### src/cvcfg_map.svh
// Purpose: Register indexes, field positions and reset values of the converter configuration bank.
// Assumes: Included by its bare name wherever the map is needed.
// Notes: The byte address of a register on the bus is four times its index.
`ifndef CVCFG_MAP_SVH
`define CVCFG_MAP_SVH

`define CVCFG_ADDR_W 12
`define CVCFG_IDX_W 10
`define CVCFG_ADDR(idx) {idx, 2'b00}

`define CVCFG_IDX_FS_A 10'h030
`define CVCFG_IDX_FS_B 10'h032
`define CVCFG_IDX_REF 10'h038
`define CVCFG_IDX_STAMP 10'h03B
`define CVCFG_IDX_SWING 10'h048
`define CVCFG_IDX_ROUTE 10'h060

`define CVCFG_NREG 6
`define CVCFG_WIDE_W 16
`define CVCFG_BYTE_W 8

`define CVCFG_RST_FS 16'hA000
`define CVCFG_RST_ZERO 16'h0000
`define CVCFG_RST_ROUTE 16'h0001

`define CVCFG_BIT_BYPASS 0
`define CVCFG_BIT_RECV_ON 0
`define CVCFG_BIT_DC_MODE 1
`define CVCFG_SWING_HI 1
`define CVCFG_SWING_LO 0
`define CVCFG_BIT_SWAP 4
`define CVCFG_PICK_HI 1
`define CVCFG_PICK_LO 0
`define CVCFG_PICK_A 2'h1
`define CVCFG_PICK_B 2'h2

`endif

### src/cvcfg_pkg.sv
// Purpose: Types shared by the converter configuration bank.
// Assumes: Numeric map lives in cvcfg_map.svh.
// Notes: Nothing here holds logic.
package cvcfg_pkg;

  typedef enum logic [2:0] {
    CVCFG_SEL_FS_A = 3'b000,
    CVCFG_SEL_FS_B = 3'b001,
    CVCFG_SEL_REF = 3'b010,
    CVCFG_SEL_STAMP = 3'b011,
    CVCFG_SEL_SWING = 3'b100,
    CVCFG_SEL_ROUTE = 3'b101,
    CVCFG_SEL_NONE = 3'b111
  } cvcfg_sel_e;

  typedef enum logic [1:0] {
    CVCFG_SWING_HIGH = 2'b00,
    CVCFG_SWING_LOW = 2'b01,
    CVCFG_SWING_RSVD = 2'b10,
    CVCFG_SWING_HIGHZ = 2'b11
  } cvcfg_swing_e;

  typedef enum logic {
    CVCFG_PH_IDLE = 1'b0,
    CVCFG_PH_ACCESS = 1'b1
  } cvcfg_phase_e;

  typedef struct packed {
    logic [15:0] full_scale_code_a;
    logic [15:0] full_scale_code_b;
    logic reference_bypass;
    logic stamp_receiver_on;
    logic stamp_dc_coupled_mode;
    cvcfg_swing_e swing_mode;
    logic chan_a_takes_b;
    logic chan_b_takes_b;
  } cvcfg_cfg_s;

  typedef struct packed {
    cvcfg_phase_e phase;
    logic pready;
    logic pslverr;
    logic [31:0] prdata;
    cvcfg_cfg_s cfg;
  } cvcfg_state_s;

endpackage

### src/cvcfg_reg_cell.sv
// Purpose: One read/write storage register of the configuration bank.
// Assumes: Write enable is a one-cycle pulse at the bus commit edge.
// Notes: Every bit, reserved ones included, stores what is written.
`timescale 1ns/100ps
`default_nettype none
module cvcfg_reg_cell #(
  parameter int W = 16,
  parameter logic [W-1:0] RST = '0
) (
  // Clock and reset
  input wire logic sys_clk,
  input wire logic resetn,
  // Write port
  input wire logic wr_en,
  input wire logic [W-1:0] wr_data,
  // Stored value
  output logic [W-1:0] q
);
  typedef struct packed {
    logic [W-1:0] val;
  } cvcfg_cell_s;

  cvcfg_cell_s st_r;
  cvcfg_cell_s st_nxt;

  always_comb
  begin
    st_nxt = st_r;
    if (wr_en)
    begin
      st_nxt.val = wr_data;
    end
  end

  always_ff @(posedge sys_clk or negedge resetn)
  begin
    if (!resetn)
    begin
      st_r <= RST;
    end
    else
    begin
      st_r <= st_nxt;
    end
  end

  assign q = st_r.val;
endmodule // cvcfg_reg_cell
`default_nettype wire

### src/cvcfg_top.sv
// Purpose: APB-reached configuration register bank of a dual-input sampling converter.
// Assumes: APB master keeps the protocol; interleave_mode_on comes from the mode logic elsewhere.
// Notes: Zero wait states; configuration outputs follow the stored registers one cycle later.
//
// Behaviour
// - Input A full-scale code, 16 bits read/write, resets to A000.
// - Input B full-scale code, 16 bits read/write, resets to A000.
// - Reference bypass bit 0, resets to zero, selects core supply as reference.
// - Stamp control bit 0 enables the timestamp receiver, resets to zero.
// - Stamp control bit 1 selects DC-coupled low-voltage PECL mode, resets to zero.
// - Swing field bits 1-0: 0 high swing, 1 low swing, 3 high-Z load.
// - Input swap bit 4 matters only outside interleave mode, resets to zero.
// - Swap clear: A takes input A, B takes B; set: crossed.
// - Routing register resets to 01, reserved bits reset to zero.
// - Pick field bits 1-0 in interleave: 1 input A, 2 input B.
`timescale 1ns/100ps
`default_nettype none
`include "cvcfg_map.svh"
module cvcfg_top (
  // Clock and reset
  input wire logic sys_clk,
  input wire logic resetn,
  // APB slave
  input wire logic psel,
  input wire logic penable,
  input wire logic pwrite,
  input wire logic [`CVCFG_ADDR_W-1:0] paddr,
  input wire logic [31:0] pwdata,
  output logic pready,
  output logic [31:0] prdata,
  output logic pslverr,
  // Operating mode
  input wire logic interleave_mode_on,
  // Configuration to the converter
  output cvcfg_pkg::cvcfg_cfg_s cfg
);

  function automatic cvcfg_pkg::cvcfg_sel_e decode(input logic [`CVCFG_ADDR_W-1:0] a);
    case (a)
      `CVCFG_ADDR(`CVCFG_IDX_FS_A): decode = cvcfg_pkg::CVCFG_SEL_FS_A;
      `CVCFG_ADDR(`CVCFG_IDX_FS_B): decode = cvcfg_pkg::CVCFG_SEL_FS_B;
      `CVCFG_ADDR(`CVCFG_IDX_REF): decode = cvcfg_pkg::CVCFG_SEL_REF;
      `CVCFG_ADDR(`CVCFG_IDX_STAMP): decode = cvcfg_pkg::CVCFG_SEL_STAMP;
      `CVCFG_ADDR(`CVCFG_IDX_SWING): decode = cvcfg_pkg::CVCFG_SEL_SWING;
      `CVCFG_ADDR(`CVCFG_IDX_ROUTE): decode = cvcfg_pkg::CVCFG_SEL_ROUTE;
      default: decode = cvcfg_pkg::CVCFG_SEL_NONE;
    endcase
  endfunction

  function automatic int reg_width(input int i);
    if (i < 2)
    begin
      reg_width = `CVCFG_WIDE_W;
    end
    else
    begin
      reg_width = `CVCFG_BYTE_W;
    end
  endfunction

  function automatic logic [15:0] reg_rst(input int i);
    case (i)
      0: reg_rst = `CVCFG_RST_FS;
      1: reg_rst = `CVCFG_RST_FS;
      5: reg_rst = `CVCFG_RST_ROUTE;
      default: reg_rst = `CVCFG_RST_ZERO;
    endcase
  endfunction

  localparam cvcfg_pkg::cvcfg_state_s ST_RST = '{
    phase: cvcfg_pkg::CVCFG_PH_IDLE,
    pready: 1'b0,
    pslverr: 1'b0,
    prdata: 32'h00000000,
    cfg: '{
      full_scale_code_a: `CVCFG_RST_FS,
      full_scale_code_b: `CVCFG_RST_FS,
      reference_bypass: 1'b0,
      stamp_receiver_on: 1'b0,
      stamp_dc_coupled_mode: 1'b0,
      swing_mode: cvcfg_pkg::CVCFG_SWING_HIGH,
      chan_a_takes_b: 1'b0,
      chan_b_takes_b: 1'b1
    }
  };

  cvcfg_pkg::cvcfg_state_s st_r;
  cvcfg_pkg::cvcfg_state_s st_nxt;
  cvcfg_pkg::cvcfg_sel_e sel;
  logic [2:0] sel_code;
  logic commit;
  logic [15:0] q [`CVCFG_NREG];

  assign sel = decode(paddr);
  assign sel_code = sel;
  // A transfer takes effect only at the edge where the access phase sees pready high.
  assign commit = (st_r.phase == cvcfg_pkg::CVCFG_PH_ACCESS) && st_r.pready && psel && penable;

  // Reserved bits are kept as read/write storage so that reads echo what was written to each register's 16 or 8 stored bits.
  generate
    for (genvar g = 0; g < `CVCFG_NREG; g++)
    begin : g_reg
      localparam int W = reg_width(g);
      localparam logic [15:0] R = reg_rst(g);
      logic [W-1:0] cq;
      cvcfg_reg_cell #(
        .W(W),
        .RST(R[W-1:0])
      ) u_cell (
        .sys_clk(sys_clk),
        .resetn(resetn),
        .wr_en(commit && pwrite && (sel_code == 3'(g))),
        .wr_data(pwdata[W-1:0]),
        .q(cq)
      );
      assign q[g] = 16'(cq);
    end
  endgenerate

  always_comb
  begin
    st_nxt = st_r;
    case (st_r.phase)
      cvcfg_pkg::CVCFG_PH_IDLE:
      begin
        st_nxt.pready = 1'b0;
        if (psel && !penable)
        begin
          st_nxt.phase = cvcfg_pkg::CVCFG_PH_ACCESS;
          st_nxt.pready = 1'b1;
          st_nxt.pslverr = (sel == cvcfg_pkg::CVCFG_SEL_NONE);
          st_nxt.prdata = 32'h00000000;
          if (!pwrite && (sel != cvcfg_pkg::CVCFG_SEL_NONE))
          begin
            st_nxt.prdata = 32'(q[sel_code]);
          end
        end
      end
      cvcfg_pkg::CVCFG_PH_ACCESS:
      begin
        if (psel && penable)
        begin
          st_nxt.phase = cvcfg_pkg::CVCFG_PH_IDLE;
          st_nxt.pready = 1'b0;
          st_nxt.pslverr = 1'b0;
          st_nxt.prdata = 32'h00000000;
        end
      end
      default:
      begin
        st_nxt.phase = cvcfg_pkg::CVCFG_PH_IDLE;
        st_nxt.pready = 1'b0;
      end
    endcase

    st_nxt.cfg.full_scale_code_a = q[0];
    st_nxt.cfg.full_scale_code_b = q[1];
    st_nxt.cfg.reference_bypass = q[2][`CVCFG_BIT_BYPASS];
    st_nxt.cfg.stamp_receiver_on = q[3][`CVCFG_BIT_RECV_ON];
    st_nxt.cfg.stamp_dc_coupled_mode = q[3][`CVCFG_BIT_DC_MODE];
    st_nxt.cfg.swing_mode = cvcfg_pkg::cvcfg_swing_e'(q[4][`CVCFG_SWING_HI:`CVCFG_SWING_LO]);
    if (!interleave_mode_on)
    begin
      st_nxt.cfg.chan_a_takes_b = q[5][`CVCFG_BIT_SWAP];
      st_nxt.cfg.chan_b_takes_b = !q[5][`CVCFG_BIT_SWAP];
    end
    else if (q[5][`CVCFG_PICK_HI:`CVCFG_PICK_LO] == `CVCFG_PICK_A)
    begin
      st_nxt.cfg.chan_a_takes_b = 1'b0;
      st_nxt.cfg.chan_b_takes_b = 1'b0;
    end
    else if (q[5][`CVCFG_PICK_HI:`CVCFG_PICK_LO] == `CVCFG_PICK_B)
    begin
      st_nxt.cfg.chan_a_takes_b = 1'b1;
      st_nxt.cfg.chan_b_takes_b = 1'b1;
    end
    // A reserved pick leaves the routing as it was, so the sampler never sees a glitch.
  end

  always_ff @(posedge sys_clk or negedge resetn)
  begin
    if (!resetn)
    begin
      st_r <= ST_RST;
    end
    else
    begin
      st_r <= st_nxt;
    end
  end

  assign pready = st_r.pready;
  assign pslverr = st_r.pslverr;
  assign prdata = st_r.prdata;
  assign cfg = st_r.cfg;

  // Helper that marks the first edge after reset release.
  logic seen_r;
  always_ff @(posedge sys_clk or negedge resetn)
  begin
    if (!resetn)
    begin
      seen_r <= 1'b0;
    end
    else
    begin
      seen_r <= 1'b1;
    end
  end
endmodule // cvcfg_top
`default_nettype wire

### config.mk
export PLATFORM = sky130hd
export DESIGN_NAME = cvcfg_top
export DESIGN_NICKNAME = d
export VERILOG_FILES = /design/src/cvcfg_pkg.sv /design/src/cvcfg_reg_cell.sv /design/src/cvcfg_top.sv
export VERILOG_INCLUDE_DIRS = /design/src
export SDC_FILE = /design/constraint.sdc
export NUM_CORES = 1
export LEC_CHECK = 0
export BUFFER_PORTS_ARGS = -buffer_cell sky130_fd_sc_hd__buf_2
export CAP_MARGIN = 20
export CORE_MARGIN = 2
export CORE_UTILIZATION = 25
export CTS_CLUSTER_DIAMETER = 60
export DETAILED_ROUTE_END_ITERATION = 8
export PLACE_DENSITY = 0.41
export REMOVE_ABC_BUFFERS = 1
export SYNTH_ARGS = -nofsm -noshare
export SYNTH_HDL_FRONTEND = slang
export SYNTH_SLANG_ARGS = --single-unit
### constraint.sdc
create_clock -name sys_clk -period 1.9 [get_ports sys_clk]
set_input_delay 0.38 -clock sys_clk [delete_from_list [all_inputs] [get_ports sys_clk]]
set_output_delay 0.38 -clock sys_clk [all_outputs]
set_load 0.005 [all_outputs]
# Word-level counts from Yosys, hierarchy flattened
# Cells that the tools add are included.
# totals
mem_bits_rw	0
register_bits	138
memories	0
latchBits	0
out_inout_bits	73
elab_cells	68
romBits	0
inputBits	50
# classes
div_mod_pow	0
n_eq_ne	18
magnitude_cmp	1
n_shift	0
n_mul	0
n_mux	11
reduce_logical	18
bitwise	2
n_addsub	0
# op_table
operator	n
$mux W35	2
$pmux W35 S2	1
$bmux W16 S3	1
$eq A12 B8 Y1 const B	4
$mux W16	3
$eq A12 B9 Y1 const B	2
$pmux W3 S6	1
$logic_and A1 B1 Y1	13
$eq A3 B3 Y1 const B	3
$eq A3 B2 Y1 const B	2
$mux W2	3
$ge A4 B4 Y1 const B	1
$not A3 Y4	1
$eq A3 B1 Y1 const B	1
$logic_not A1 Y1	3
$logic_not A3 Y1	1
$ne A3 B1 Y1 const B	1
$ne A3 B3 Y1 const B	1
$eq A2 B1 Y1 const B	1
$eq A2 B2 Y1 const B	1
$ne A2 B1 Y1 const B	1
$ne A2 B2 Y1 const B	1
$reduce_and A2 Y1	1
$not A1 Y1	1

# Longest topological paths before layout
# logic_depth
depth_word	9
ltp_mapped	8

# By module
# A second synthesis with hierarchy kept.
# hier_totals
cells_unflattened	434
area_unflattened_um2	5716.7
# modules_own_cells
mod	area_each_um2	n_inst	cells_per_inst
cvcfg_top	3085.5	1	298
cvcfg_reg_cell (g_reg[0].u_cell ...)	651.9	2	34
cvcfg_reg_cell (g_reg[2].u_cell ...)	331.6	3	17
cvcfg_reg_cell (g_reg[5].u_cell)	332.8	1	17

# Worst setup path before layout
# Ideal clock, no wire load.
# synth_timing
path_kind	input port to flip-flop
startpoint	input port paddr[6]
endpoint	register g_reg[0].u_cell.st_r, in the netlist g_reg[0].u_cell.q[10]
stages	7
t_arrival_ns	2.155
path_buffers	2
slack_ns	-0.380
setup_ns	0.125
required_ns	1.775
cell_sequence	or4b_1 > buf_2 > o22a_2 > nor2_8 > nand3b_4 > buf_6 > mux2_2
# synth_between
elab_chain_cells	4
word_cells_on_any_way	9
classes_between	eq/ne: 6; mux: 1; reduce/logical: 2
# synth_rtl
item	line	text
start, declared	cvcfg_top.sv:27	input wire logic [`CVCFG_ADDR_W-1:0] paddr,
$eq A12 B9 Y1 / $eq A12 B8 Y1 (equally long branches)	cvcfg_top.sv:39	case (a)
$pmux W3 S6 (*)	cvcfg_top.sv:39	
$logic_not A3 Y1 (*)	cvcfg_top.sv:112	.wr_en(commit && pwrite && (sel_code == 3'(g))),
$logic_and A1 B1 Y1 (*)	cvcfg_top.sv:112	
end signal, assigned	cvcfg_reg_cell.sv:43	st_r <= st_nxt;
end, declared	cvcfg_reg_cell.sv:23	cvcfg_cell_s st_r;
# Mark *: on every way between the ends. The rest lies on a longest branch, timed or not.
# A chain may end at the register's enable or synchronous reset.

# Worst setup path after layout
# layout_timing
startpoint	input port paddr[6]
endpoint	register g_reg[0].u_cell.st_r, in the netlist g_reg[0].u_cell.q[3]
# The elaborated chain is that of the path after synthesis.

==> impl_results.md <==
- Most instantiated cells after synthesis: dfrtp_1, buf_4, mux2_2
- Clk Latency, worst-skew pair: 0.41 ns
- Status: complete, no violations
- IO Port Bufs: 90
- Largest stage delay on the critical path: 0.56 ns
- Crit path capture type: flop
- Slew Viols, Final: 0
- First DRT Iteration DRCs: 168
- Area of the die: 0.02333 sq mm
- Worst vdd ir: 461.0 uV
- Synth top area cells: dfrtp_1, mux2_2, buf_4, dfstp_2, mux2i_1
- Seq/Total Area, Yosys: 0.5542
- Area grow syn2layout: 28.43%
- Post-route setup TNS: 0 ns
- #FFs+latches synth: 122
- Bufs and invs on worst path: 2
- Required time worst endpoint: 2.20 ns
- Drt drc: 0
- Hold Crit Class: in -> reg
- Post-synthesis cell type count: 51
- RSZ-0062 raised after global routing: yes
- Final Non-Filler Cells: 837
- Clock Tree Buf Depth: 2
- WL/cell: 17.10 um
- TritonCTS clock tree: built
- Critical-path maximum fanout: 8
- Area leader, netlist: dfrtp_1
- Post-DRT Antenna Nets: 0
- Root Driver: clkbuf_16
- Layout cells sized above 1: 0.5117
- Die height: 152.8 um
- Fill count: 2199
- EDFF count, synth: 0
- Vias in the first global route: 3800
- Critical path class: in -> reg
- N_diodes: 0
- Overflow after GRT: 0
- Hold Vio Cnt, Final: 0
- Pin count of the biggest net entering global routing: 34
- GP Congestion: 0.7471
- CP Launch Type: input pin
- H-tree levels: 4
- CTS sink cnt: 122
- Net switching power: 0.001410 W
- DR pass1 iterations: 4
- Total routed wirelength: 14.32 mm
- Final period util: 0.9808
- First-pass GRT wire length: 22.10 mm
- Syn avg cell area: 12.63 sq um
- Setup violators final: 0
- Vias per inst: 4.282
- Die X: 152.8 um
- Tmin final: 1.864 ns
- MaxCap Viol Count: 0
- Row count: 54
- Synthesized area: 0.005532 sq mm
- Slowest stage cell, crit path: or4b_4
- Kind of cell adding the most delay to the critical path: simple AND/OR/NAND/NOR gates
- Sw frac: 0.2271
- Clock Power Share: 0.529
- Fin nets: 594
- Pwr dens: 873.8 mW/mm^2
- Starting Density: 0.2543
- Worst R2R Setup Slack: 0.09 ns
- Sequential fraction of design power: 0.422
- Multi-input gate area: 0.002011 sq mm
- Cells after DPL: 802
- I/O pins: 123
- Hpwl dp: 9.971 mm
- Gr usage total: 0.1259
- Cell-internal power: 0.004798 W
- Initial antenna violation count: 0
- Mapped Cells: 438
- Logic pwr share: 0.050
- Most used DFF post-synth: dfrtp_1
- Register area: 0.003065 sq mm
- Design Power: 0.006208 W
- CTS Buf Count: 17
- Core area: 0.02176 sq mm
- Clock Pin Slew Worst Setup and Hold Paths: 0.06 ns
- Synth warnings: 0
- Leak: 3.591 nW
- Via count: 3584
- Yosys top cell area share: 0.5067
- Worst Skew: 0.005642 ns
- CP arrival: 2.16 ns
- F_max: 536.6 MHz
- Cells along the critical path: buf_2 > or4b_4 > o22a_4 > nor2_8 > nand3b_4 > buf_12 > mux2_2
- Most frequent cell after synthesis: dfrtp_1
- Async SR Flop Fraction: 1.000
path summary, 6_finish.rpt:
kind                                        from                    end  cells after the start
setup / recovery                        paddr[6]   g_reg[0].u_cell.q[3]                      7
hold / removal                interleave_mode_on                 cfg[0]                      2
setup reg to reg                        st_r[73]   g_reg[5].u_cell.q[2]                      6
hold reg to reg            g_reg[0].u_cell.q[15]                cfg[38]                      0
max in group asynchronous                 resetn  g_reg[1].u_cell.q[13]                      3
min in group asynchronous                 resetn                cfg[32]                      2
layout by cell type, fill, tap and decap left out, types with 2 or more instances in the layout:
cell / Yosys / final
a21boi_0: 8 / 8
nand2_1: 25 / 25
clkinv_4: 0 / 4
clkinvlp_4: 0 / 2
a2111oi_2: 1 / 2
clkinv_2: 0 / 3
nand3_1: 6 / 6
buf_6: 2 / 4
o211ai_1: 7 / 7
inv_1: 4 / 4
buf_12: 0 / 7
a2bb2oi_1: 2 / 2
nor3_1: 8 / 8
mux2_4: 0 / 15
nor2_1: 12 / 12
o21ai_0: 5 / 5
o21ai_1: 9 / 8
a21oi_1: 2 / 2
nand3b_1: 2 / 2
nor3_4: 0 / 2
buf_2: 4 / 89
clkbuf_16: 0 / 17
o21bai_1: 9 / 9
conb_1: 1 / 16
bufinv_16: 0 / 3
dfstp_2: 10 / 10
a21bo_2: 3 / 3
buf_4: 72 / 56
and3_1: 9 / 9
mux2i_1: 15 / 15
o21ai_2: 2 / 3
inv_6: 0 / 2
dfrtp_1: 112 / 112
mux2_2: 64 / 49
nand4_1: 3 / 3
o311ai_1: 0 / 8
metrics by stage:
step | util | hold WS, ns | area [sq um] | setup slack [ns]
CTS | 0.3218 | 0.1190 | 7000 | 0.01498
global placement | 0.2920 | 0.3564 | 6354 | -0.4845
floorplan | - | 0.08441 | 4979 | -0.4565
finish | 0.3265 | 0.1370 | 7104 | 0.03649
detailed placement | 0.2920 | 0.3628 | 6354 | -0.5520
global route | 0.3265 | 0.1342 | 7104 | -0.04256
power groups by stage:
stage                     Clock, W  Combinational (W)  Sequential (W)
after floorplan                  0          0.0000700         0.00266
final                      0.00328           0.000308         0.00262
after CTS                  0.00338           0.000307         0.00262
after detailed placement         0           0.000293         0.00266
after global placement           0           0.000287         0.00266
after global routing       0.00347           0.000345         0.00262
timing repair:
item                                   CTS  global route
endpoints found under the hold margin   26             0
pin swaps                                0            12
hold buffers                             1             0
setup endpoints to repair               22            80
setup buffers                            0             1
cloned                                   1             0
resized for setup                       11            28
registers in the layout, summed over array words and instances, names as in the netlist:
signal,cells
st_r,1
pready,1
cfg,39
pslverr,1
g.u_cell.q,64
prdata,16
cell type report:
class / count / area share
flip-flops and latches: 122 / 0.4315
well taps: 280 / 0.04931
inverters: 4 / 0.002113
repair buffers: 157 / 0.1493
multi-input cells: 242 / 0.2830
clock inverters: 14 / 0.02430
clock buffers: 18 / 0.06041
cell families after synthesis:
| kind of cell | share of synthesized area |
|---|---|
| DFF | 0.5542 |
| buffers and inverters | 0.1129 |
| and+or+nand+nor | 0.08777 |
| muxes | 0.1574 |
| AOI/OAI and AO/OA | 0.08392 |
| xor gates and xnor gates | 0.003167 |
| other | 0.0006779 |
metal layers:
metal / share of wire / vias to the layer above / wire length [um] / track usage
li1: - / 1674 / - / -
met2: 0.49 / 82 / 6957 / 0.2069
met5: 0 / - / 0 / 0
met1: 0.45 / 1812 / 6457 / 0.1588
met3: 0.050 / 16 / 717 / 0.03783
met4: 0.013 / 0 / 184 / 0.04101
No activity file was read; power rests on OpenSTA's default activity.
